**src/inc/mcss_pkg.sv**
```systemverilog
// Package of constants and types for the line coding and scrambling path.
package mcss_pkg;

   // ----------------------------------------
   // Key stream register
   // ----------------------------------------
   localparam int           MCSS_LFSR_W    = 11;
   localparam int           MCSS_TAP_A     = 10;
   localparam int           MCSS_TAP_B     = 8;
   localparam logic [10:0]  MCSS_LFSR_INIT = 11'h7FF;
   // Edges from a transmit plain bit to its receive decode in loopback; the receive key lags by this.
   localparam logic [1:0]   MCSS_RX_ALIGN  = 2'h3;

   // ----------------------------------------
   // Timing
   // ----------------------------------------
   localparam int           MCSS_BAUD_MBD  = 125;
   localparam int           MCSS_CLK_MHZ   = 25;
   localparam int           MCSS_SYM_PER_CLK = 1;

   // ----------------------------------------
   // Line levels
   // ----------------------------------------
   typedef enum logic [1:0] {
      MCSS_LVL_ZERO = 2'h0,
      MCSS_LVL_POS  = 2'h1,
      MCSS_LVL_NEG  = 2'h2
   } mcss_level_t;

   typedef enum logic [3:0] {
      MCSS_PH_Z0 = 4'h1,
      MCSS_PH_P  = 4'h2,
      MCSS_PH_Z1 = 4'h4,
      MCSS_PH_N  = 4'h8
   } mcss_phase_t;

   typedef struct packed {
      logic [10:0] lfsr;
   } mcss_lfsr_st_t;

   typedef struct packed {
      mcss_phase_t   tx_phase;
      logic          tx_nrzi;
      logic          tx_cipher;
      mcss_level_t   line_level;
      mcss_level_t   rx_prev;
      logic          rx_nrzi;
      logic          rx_nrzi_prev;
      logic          rx_plain;
      logic          rx_plain_vld;
      logic [1:0]    rx_hold;
   } mcss_state_t;

endpackage

```
**src/logic/mcss_keygen.sv**
```systemverilog
// Key stream generator built on an 11-bit shift register.
`timescale 1ns/100ps
module mcss_keygen
   import mcss_pkg::*;
#(
   parameter logic [10:0] INIT = MCSS_LFSR_INIT
) (
   input  wire logic clk_sys,
   input  wire logic rst_n,
   input  wire logic step,
   output logic      key_bit
);

   // ----------------------------------------
   // State
   // ----------------------------------------
   mcss_lfsr_st_t st_reg;
   mcss_lfsr_st_t st_next;
   logic          fb;

   always_comb begin
      st_next = st_reg;
      fb      = st_reg.lfsr[MCSS_TAP_A] ^ st_reg.lfsr[MCSS_TAP_B];
      if (step) begin
         st_next.lfsr = {st_reg.lfsr[MCSS_LFSR_W-2:0], fb};
      end
   end

   always_ff @(posedge clk_sys or negedge rst_n) begin
      if (!rst_n) begin
         st_reg.lfsr <= INIT;
      end else begin
         st_reg <= st_next;
      end
   end

   assign key_bit = st_reg.lfsr[MCSS_TAP_A];

   a_lfsr_nonzero : assert property (@(posedge clk_sys) disable iff (!rst_n) st_reg.lfsr != '0)
      else $error("Key register reached all zero.");

   a_lfsr_shift : assert property (@(posedge clk_sys) disable iff (!rst_n)
      step && rst_n |=> st_reg.lfsr[0] == ($past(st_reg.lfsr[MCSS_TAP_A]) ^ $past(st_reg.lfsr[MCSS_TAP_B])))
      else $error("Key register feedback wrong.");

endmodule

```
**src/logic/mcss_coder.sv**
```systemverilog
// Scrambler, NRZI and three-level line coder with matching receive path.
`timescale 1ns/100ps
// Function
// - NRZI side toggles level for each one, holds for each zero.
// - Three-level line; one moves to adjacent level, zero holds.
// - One line symbol per bit period at 125 Mbaud; the code sends one symbol per clock, which is 25 Mbaud at the 25 MHz clock.
// - Transmit converts scrambled NRZI into three-level line code.
// - Receive converts three-level symbols to NRZI, then descrambles.
// - Cipher bit is plain bit XOR current key bit.
// - Key register is 11 bits; new bit is XOR of taps 11 and 9.
// - Key register never all zero; reset value has a one.
module mcss_coder
   import mcss_pkg::*;
#(
   parameter logic [10:0] TX_INIT = MCSS_LFSR_INIT,
   parameter logic [10:0] RX_INIT = MCSS_LFSR_INIT
) (
   input  wire logic  clk_sys,
   input  wire logic  rst_n,
   input  wire logic  tx_plain,
   output logic       tx_nrzi,
   output mcss_level_t line_tx,
   input  mcss_level_t line_rx,
   output logic       rx_nrzi,
   output logic       rx_plain,
   output logic       rx_plain_vld
);

   // ----------------------------------------
   // Key streams
   // ----------------------------------------
   logic        tx_key;
   logic        rx_key;
   mcss_state_t st_reg;
   mcss_state_t st_next;
   logic        rx_chg;
   logic        rx_nrz;
   logic        rx_step;

   mcss_keygen #(.INIT(TX_INIT)) u_tx_key (
      .clk_sys (clk_sys),
      .rst_n   (rst_n),
      .step    (1'b1),
      .key_bit (tx_key)
   );

   // ----------------------------------------
   // Receive key alignment
   // ----------------------------------------
   // Receive key waits out the loopback path after reset, then steps every clock.
   // A cable delay beyond that path needs a longer alignment count.
   mcss_keygen #(.INIT(RX_INIT)) u_rx_key (
      .clk_sys (clk_sys),
      .rst_n   (rst_n),
      .step    (rx_step),
      .key_bit (rx_key)
   );

   // ----------------------------------------
   // Next state
   // ----------------------------------------
   always_comb begin
      st_next = st_reg;
      rx_chg  = 1'b0;
      rx_nrz  = 1'b0;
      rx_step = 1'b0;
      // One symbol per clock, clock equals symbol rate.
      st_next.tx_cipher = tx_plain ^ tx_key;
      st_next.tx_nrzi   = st_reg.tx_nrzi ^ st_reg.tx_cipher;
      if (st_next.tx_nrzi != st_reg.tx_nrzi) begin
         case (st_reg.tx_phase)
            MCSS_PH_Z0: begin
               st_next.tx_phase   = MCSS_PH_P;
               st_next.line_level = MCSS_LVL_POS;
            end
            MCSS_PH_P: begin
               st_next.tx_phase   = MCSS_PH_Z1;
               st_next.line_level = MCSS_LVL_ZERO;
            end
            MCSS_PH_Z1: begin
               st_next.tx_phase   = MCSS_PH_N;
               st_next.line_level = MCSS_LVL_NEG;
            end
            MCSS_PH_N: begin
               st_next.tx_phase   = MCSS_PH_Z0;
               st_next.line_level = MCSS_LVL_ZERO;
            end
            default: begin
               st_next.tx_phase   = MCSS_PH_Z0;
               st_next.line_level = MCSS_LVL_ZERO;
            end
         endcase
      end
      rx_chg               = (line_rx != st_reg.rx_prev);
      st_next.rx_prev      = line_rx;
      st_next.rx_nrzi      = st_reg.rx_nrzi ^ rx_chg;
      st_next.rx_nrzi_prev = st_reg.rx_nrzi;
      rx_nrz               = st_reg.rx_nrzi ^ st_reg.rx_nrzi_prev;
      st_next.rx_plain     = rx_nrz ^ rx_key;
      st_next.rx_plain_vld = 1'b1;
      // Count the edges the loopback path needs before the receive key moves.
      rx_step = (st_reg.rx_hold == MCSS_RX_ALIGN);
      if (!rx_step) begin
         st_next.rx_hold = st_reg.rx_hold + 2'h1;
      end
   end

   always_ff @(posedge clk_sys or negedge rst_n) begin
      if (!rst_n) begin
         st_reg.tx_phase     <= MCSS_PH_Z0;
         st_reg.tx_nrzi      <= 1'b0;
         st_reg.tx_cipher    <= 1'b0;
         st_reg.line_level   <= MCSS_LVL_ZERO;
         st_reg.rx_prev      <= MCSS_LVL_ZERO;
         st_reg.rx_nrzi      <= 1'b0;
         st_reg.rx_nrzi_prev <= 1'b0;
         st_reg.rx_plain     <= 1'b0;
         st_reg.rx_plain_vld <= 1'b0;
         st_reg.rx_hold      <= 2'h0;
      end else begin
         st_reg <= st_next;
      end
   end

   // ----------------------------------------
   // Outputs
   // ----------------------------------------
   assign tx_nrzi      = st_reg.tx_nrzi;
   assign line_tx      = st_reg.line_level;
   assign rx_nrzi      = st_reg.rx_nrzi;
   assign rx_plain     = st_reg.rx_plain;
   assign rx_plain_vld = st_reg.rx_plain_vld;

   // ----------------------------------------
   // Transmit checks and receive output valid check
   // ----------------------------------------
   a_nrzi_toggle : assert property (@(posedge clk_sys) disable iff (!rst_n)
      st_reg.tx_cipher |=> st_reg.tx_nrzi != $past(st_reg.tx_nrzi))
      else $error("NRZI did not toggle on one.");

   a_nrzi_hold : assert property (@(posedge clk_sys) disable iff (!rst_n)
      !st_reg.tx_cipher |=> $stable(st_reg.tx_nrzi))
      else $error("NRZI changed on zero.");

   a_line_adjacent : assert property (@(posedge clk_sys) disable iff (!rst_n)
      !((st_reg.line_level == MCSS_LVL_POS && $past(st_reg.line_level) == MCSS_LVL_NEG) ||
        (st_reg.line_level == MCSS_LVL_NEG && $past(st_reg.line_level) == MCSS_LVL_POS)))
      else $error("Line jumped across zero.");

   a_line_follow : assert property (@(posedge clk_sys) disable iff (!rst_n)
      $changed(st_reg.tx_nrzi) |-> $changed(st_reg.line_level))
      else $error("Line level did not follow NRZI.");

   a_phase_cycle : assert property (@(posedge clk_sys) disable iff (!rst_n)
      (st_reg.tx_phase == MCSS_PH_P) && $changed(st_reg.tx_nrzi) |-> $past(st_reg.tx_phase) == MCSS_PH_Z0)
      else $error("Level cycle out of order.");

   a_cipher_xor : assert property (@(posedge clk_sys) disable iff (!rst_n)
      rst_n |=> st_reg.tx_cipher == ($past(tx_plain) ^ $past(tx_key)))
      else $error("Cipher bit wrong.");

   a_nrzi_latency : assert property (@(posedge clk_sys) disable iff (!rst_n)
      rst_n && (tx_plain ^ tx_key) |=> ##1 st_reg.tx_nrzi != $past(st_reg.tx_nrzi))
      else $error("NRZI did not follow cipher one.");

   a_line_hold : assert property (@(posedge clk_sys) disable iff (!rst_n)
      !st_reg.tx_cipher |=> $stable(st_reg.line_level))
      else $error("Line level moved on zero.");

   a_line_cause : assert property (@(posedge clk_sys) disable iff (!rst_n)
      $changed(st_reg.line_level) |-> $changed(st_reg.tx_nrzi))
      else $error("Line level moved without NRZI change.");

   a_phase_onehot : assert property (@(posedge clk_sys) disable iff (!rst_n)
      $onehot(st_reg.tx_phase))
      else $error("Level phase not one-hot.");

   a_phase_hold : assert property (@(posedge clk_sys) disable iff (!rst_n)
      !st_reg.tx_cipher |=> $stable(st_reg.tx_phase))
      else $error("Level phase moved on zero.");

   a_level_phase : assert property (@(posedge clk_sys) disable iff (!rst_n)
      (st_reg.tx_phase == MCSS_PH_P) == (st_reg.line_level == MCSS_LVL_POS) &&
      (st_reg.tx_phase == MCSS_PH_N) == (st_reg.line_level == MCSS_LVL_NEG))
      else $error("Line level disagrees with phase.");

   a_sym_rate : assert property (@(posedge clk_sys) disable iff (!rst_n)
      rst_n |=> rx_plain_vld)
      else $error("Output not valid every bit period.");

   // ----------------------------------------
   // Receive checks
   // ----------------------------------------

   a_rx_decode : assert property (@(posedge clk_sys) disable iff (!rst_n)
      (line_rx != st_reg.rx_prev) |=> st_reg.rx_nrzi != $past(st_reg.rx_nrzi))
      else $error("Receive NRZI missed a change.");

   a_rx_descr : assert property (@(posedge clk_sys) disable iff (!rst_n)
      rst_n |=> rx_plain == ($past(st_reg.rx_nrzi) ^ $past(st_reg.rx_nrzi_prev) ^ $past(rx_key)))
      else $error("Descrambled bit wrong.");

   a_rx_prev : assert property (@(posedge clk_sys) disable iff (!rst_n)
      rst_n |=> st_reg.rx_prev == $past(line_rx))
      else $error("Receive level not tracked.");

   a_rx_hold : assert property (@(posedge clk_sys) disable iff (!rst_n)
      (line_rx == st_reg.rx_prev) |=> $stable(st_reg.rx_nrzi))
      else $error("Receive NRZI moved without a change.");

   a_rx_one : assert property (@(posedge clk_sys) disable iff (!rst_n)
      rst_n && (line_rx != st_reg.rx_prev) |=> ##1 rx_plain == !$past(rx_key))
      else $error("Level change did not decode as one.");

   a_rx_zero : assert property (@(posedge clk_sys) disable iff (!rst_n)
      rst_n && (line_rx == st_reg.rx_prev) |=> ##1 rx_plain == $past(rx_key))
      else $error("Steady level did not decode as zero.");

   a_key_align : assert property (@(posedge clk_sys) disable iff (!rst_n)
      rst_n && (st_reg.rx_hold == MCSS_RX_ALIGN) |-> rx_key == $past(tx_key, 3))
      else $error("Receive key out of phase with transmit key.");

endmodule

```
**config.mk**
```make
export PLATFORM = sky130hd
export DESIGN_NAME = mcss_coder
export DESIGN_NICKNAME = d
export VERILOG_FILES = /design/src/inc/mcss_pkg.sv /design/src/logic/mcss_keygen.sv /design/src/logic/mcss_coder.sv
export SDC_FILE = /design/constraint.sdc
export NUM_CORES = 1
export LEC_CHECK = 0
export ABC_AREA = 1
export BUFFER_PORTS_ARGS = -buffer_cell sky130_fd_sc_hd__buf_2
export CAP_MARGIN = 30
export CELL_PAD_IN_SITES_DETAIL_PLACEMENT = 1
export CELL_PAD_IN_SITES_GLOBAL_PLACEMENT = 1
export CORE_MARGIN = 5
export CORE_UTILIZATION = 41
export DETAILED_ROUTE_END_ITERATION = 8
export PLACE_DENSITY = 0.71
export SETUP_SLACK_MARGIN = 0.15
export SYNTH_ARGS = -nofsm -noshare
export SYNTH_HDL_FRONTEND = slang
export SYNTH_SLANG_ARGS = --single-unit
```
**constraint.sdc**
```tcl
create_clock -name clk_sys -period 1.15 [get_ports clk_sys]
set_clock_uncertainty 0.15 [all_clocks]
set_input_delay 0.0575 -clock clk_sys [delete_from_list [all_inputs] [get_ports clk_sys]]
set_output_delay 0.0575 -clock clk_sys [all_outputs]
set_load 0.01 [all_outputs]
```
After elaboration in Yosys (flattened, before gate mapping)

Index checks and enable logic that the tools add are counted.

$add $sub $neg: 1
Eq/ne operators: 6
Muxes and demuxes: 2
Bitwise gates (word level): 7

Operators with widths:

| operator                                                         | number |
|---|---|
| 4-bit case mux with 3 select lines                               | 1 |
| 1-bit XOR                                                        | 7 |
| 4-bit by 1-bit == test with 1-bit output (second input constant) | 1 |
| 4-bit by 2-bit == test with 1-bit output (second input constant) | 1 |
| 4-bit by 3-bit == test with 1-bit output (second input constant) | 1 |
| 2-bit case mux with 2 select lines                               | 1 |
| 2-bit by 1-bit adder with 2-bit output (second input constant)   | 1 |
| 2-bit == test (second input constant)                            | 1 |
| 2-bit inequality test                                            | 1 |
| 1-bit inequality test                                            | 1 |

Bits in registers: 38
Input bits: 5
Output and inout port bits: 6
Word-level logic and storage cells: 28

Longest topological paths before layout

Word-level depth: 2
Gate-level depth with buffers: 6
Mapped depth without buffers: 6

Hierarchy

From an unflattened synthesis, not the netlist that was laid out.

Cell total of the unflattened synthesis: 144
Area total of the unflattened synthesis: 1465.2 µm²

Modules (own cells, without submodules):

| module      | times used | cells each | area an instance (µm²) | seq. area each (µm²) |
|---|---|---|---|---|
| mcss_keygen | 2          | 44         | 432.9                  | 289.0 |
| mcss_coder  | 1          | 56         | 599.3                  | 376.6 |

Worst setup path after synthesis

OpenSTA, ideal clock, no wires.

Path kind: flip-flop to flip-flop
From: reg st_reg[0] (netlist bit)
To: reg u_rx_key.st_reg[5] (netlist bit)
Setup time: 0.079 ns
Data arrival time: 0.924 ns
Required time: 0.921 ns
Slack: -0.003 ns
Cell stages (with the launch flop): 6
Buffers on the path: 1
Clock period less this slack: 1.153 ns
Cell sequence: dfrtp_1 ha_1 inv_1 buf_6 nand2_1 o21ai_0

Word-level cells in the longest chain between the ends: 1

RTL lines:

| item                   | RTL line          | RTL |
|---|---|---|
| start, declared        | mcss_coder.sv:34  | `mcss_state_t st_reg;` |
| start signal, assigned | mcss_coder.sv:121 | `st_reg <= st_next;` |
| 2-bit == test          | mcss_coder.sv:102 | `rx_step = (st_reg.rx_hold == MCSS_RX_ALIGN);` |
| end signal, assigned   | mcss_keygen.sv:33 | `st_reg <= st_next;` |
| end, declared          | mcss_keygen.sv:17 | `mcss_lfsr_st_t st_reg;` |

Every way passes these cells.
A chain may end at the register's enable or synchronous reset.

Final worst setup path

From: reg st_reg[0] (netlist bit)
To: reg st_reg[0] (netlist bit)

Word-level cells in the longest chain between the ends: 1
Elaborated cells between the ends (all ways): 2
Those cells by class: add/sub (1); eq/ne (1)

RTL lines:

| item                                                                           | RTL line |
|---|---|
| 2-bit by 1-bit adder with 2-bit output / 2-bit == test (equally long branches) | mcss_coder.sv:104, mcss_coder.sv:102 |

Parallel ways exist; a longest one is shown, timed or not.

==> flow_summary_export.csv <==
group,metric,value,unit
route,drt_pre_antenna_iters,2,
flow_run,max_cap_viol_count,0,
cts,clkSinkCount,37,
route,wl_per_cell,12.64,µm
power,power,0.002763,W
cts,numCtsBuffers,5,
power,switchingPower,0.0007846,W
global_route,grt_first_pass_wirelength,4091,µm
logic_synthesis,syn_nets,120,
worst_setup_path,cp_max_fo,8,
logic_synthesis,synth_area_leaders,"dfstp_2, dfrtp_1, nand2_1, o21ai_0, xnor2_1",
global_route,grt_overflow,0,
power,seqPwrFrac,0.556,
die,die_y,67.38,µm
worst_setup_path,criticalPathCategory,"reg -> reg",
die,core,0.003103,mm²
logic_synthesis,ys_seq_elements,37,
timing,fin_crit_sh,1.033,
logic_synthesis,synth-simple-area-share,0.1010,
die,dieArea,0.004540,mm²
route,drt-total-wl,2402,µm
worst_setup_path,max_stage_delay,420,ps
finish,num_antenna_cells,0,
power,p_clk_frac,0.226,
logic_synthesis,async_flop_share,1.000,
cts,h-tree-depth,2,
power,sw_frac_of_total,0.2840,
cts,cts_tree,"built",
worst_setup_path,r2r_end,"st_reg[0]",
logic_synthesis,synth_adder_area_share,0.009268,
worst_setup_path,worst_ep_arrival_time,1250,ps
worst_setup_path,cpLargestDelayFamily,"flip-flops",
finish,fin_nets,151,
route,ant_nets,0,
global_route,track_usage,0.1272,
route,viasPerCell,4.463,
timing,slew_viol_final,0,
placement,post-place-ws,-33.88,ps
global_route,grt_max_degree,38,
cts,root_buffer,"clkbuf_4",
logic_synthesis,synth-xor-area-share,0.05839,
finish,stdcell_area,0.001798,mm²
worst_setup_path,r2r-start,"st_reg[0]",
timing,fin_ws,-37.51,ps
worst_setup_path,r2r_slack,-40,ps
worst_setup_path,slowest_stage,"dfrtp_1",
logic_synthesis,synth_area_per_cell,11.84,µm²
power,peakVddDrop,983.3,µV
timing,fmax,842.1,MHz
cts,path_clk_slew,110,ps
placement,port_buffers,10,
worst_setup_path,reg2reg_depth,3,
logic_synthesis,synth_common_cells,"nand2_1, dfstp_2, dfrtp_1, inv_1, o21ai_0",
logic_synthesis,synth.area.mux_share,0,
run_status,outcome,"finished with violations",
logic_synthesis,synth_top_cell_by_area,"dfstp_2",
logic_synthesis,synth_edf_count,0,
die,ios,11,
worst_setup_path,start_kind,"register",
die,rows,20,
min_path,hp-class,"in -> async",
logic_synthesis,synth_top_area_share,0.4476,
power,p_leak,0.7851,nW
power,powerDensity,1537,mW/mm²
timing,rsz0062_at_grt,"true",
logic_synthesis,synth_compound_area_frac,0.06302,
die,initial_core_util,0.4351,
die,die_w,67.38,µm
placement,dpl.hpwl,1431,µm
placement,gp_congestion,0.7901,
worst_setup_path,end_kind,"register",
logic_synthesis,synth-main-ff-cell,"dfstp_2",
logic_synthesis,synthDistinctLibCells,17,
logic_synthesis,synth.yosys.warnings,0,
timing,setup_viol,3,
global_route,antenna_found_initial,0,
logic_synthesis,synth_top_family_by_area,"simple AND/OR/NAND/NOR gates",
logic_synthesis,ys_seq_area_frac,0.7071,
worst_setup_path,critical_path_required,1210,ps
logic_synthesis,yosysMostFrequentCell,"nand2_1",
cts,clock_latency,330,ps
logic_synthesis,syn_inst,114,
power,pwr-share-comb,0.218,
route,drc,0,
run_status,violations,"negative setup slack",
timing,finalHoldViolCount,0,
cts,clk_path_buf_depth,2,
worst_setup_path,cp_num_buf_inv,1,
worst_setup_path,crit_chain,"ha_4 > buf_8 > xnor2_1",
finish,area_delta_synth_final,33.18,%
route,vias,848,
global_route,grt_pass1_vias,863,
logic_synthesis,syn_area,0.001350,mm²
placement,dpl-instance-area,0.001469,mm²
route,drtIter0Drc,40,
timing,period_needed,1188,ps
power,intPower,0.001978,W
finish,layout-drive-gt1-share,0.6370,
worst reg2reg max path, cell delays in order, from the launching register on:
cell	delay, ps
dfrtp_1	420
ha_4	230
buf_8	160
xnor2_1	120
final cells by class:
type	count	area [µm²]
Inverter	12	52.55
Multi-Input combinational cell	61	446.7
Timing Repair Buffer	28	236.5
Sequential cell	37	955.9
Clock inverter	2	10.01
Fill cell	337	1305
Clock buffer	6	41.29
Tap cell	44	55.05
cells in the final DEF, fill, tap and decap left out, types with 2 or more instances in the layout:
master,instances
nand2_4,3
buf_4,8
buf_2,9
clkinv_2,2
xor2_1,3
dlygate4sd3_1,4
nor2_1,2
xnor2_1,2
inv_1,6
buf_6,5
nor2_2,2
o21ai_2,11
nand2_1,18
dfrtp_1,13
xnor2_2,3
dfstp_2,23
nand2_2,9
inv_2,5
clkbuf_4,5
timing repair:
item                                    in CTS  in global routing
endpoints found under the hold margin       41                  0
setup buffers                                8                  3
pin swaps                                    7                  8
endpoints found under the setup margin      26                 27
hold buffers                                 4                  0
resized for setup                           28                 26
layer usage:
layer	up-vias	GRT usage	routed length (µm)
li1	407	-	-
met1	427	0.1590	1114
met2	12	0.1951	1173
met3	2	0.05158	86
met4	0	0.05316	27
met5	-	0	0
worst max path at each step:
stage                          start                  to  slack [ps]  cells past startpoint
after floorplan            st_reg[0]  u_rx_key.st_reg[5]          70                      5
after global routing      st_reg[12]          st_reg[12]        -100                      6
final                      st_reg[0]           st_reg[0]         -40                      3
after detailed placement   st_reg[0]  u_rx_key.st_reg[9]         -30                      4
after global placement     st_reg[1]  u_rx_key.st_reg[7]           3                      4
after CTS                 st_reg[12]          st_reg[12]         -20                      6
power groups by stage:
| stage | clock [W] | combinational [W] | sequential [W] |
|---|---|---|---|
| after floorplan | 0 | 0.000233 | 0.00155 |
| after global placement | 0 | 0.000378 | 0.00153 |
| after detailed placement | 0 | 0.000400 | 0.00154 |
| after CTS | 0.000663 | 0.000476 | 0.00152 |
| after global routing | 0.000734 | 0.000663 | 0.00156 |
| final | 0.000624 | 0.000602 | 0.00154 |
cell families after synthesis:
kind of cell	count (synthesis)
compound gates	14
xor+xnor	9
fa+ha+maj	1
flops	37
other cells	1
simple gates	36
buf+inv	16
stage by stage:
stage	instances	util	hold WS (ps)	setup TNS, ps
final	190	0.5794	47.93	-67.98
after global routing	190	0.5794	43.61	-623.8
after CTS	187	0.5460	51.03	-72.43
after detailed placement	167	0.4734	-116.9	-140.9
after global placement	167	0.4734	-119.8	0
after floorplan	114	-	-388.1	0
(Power assumes the default switching activity.)
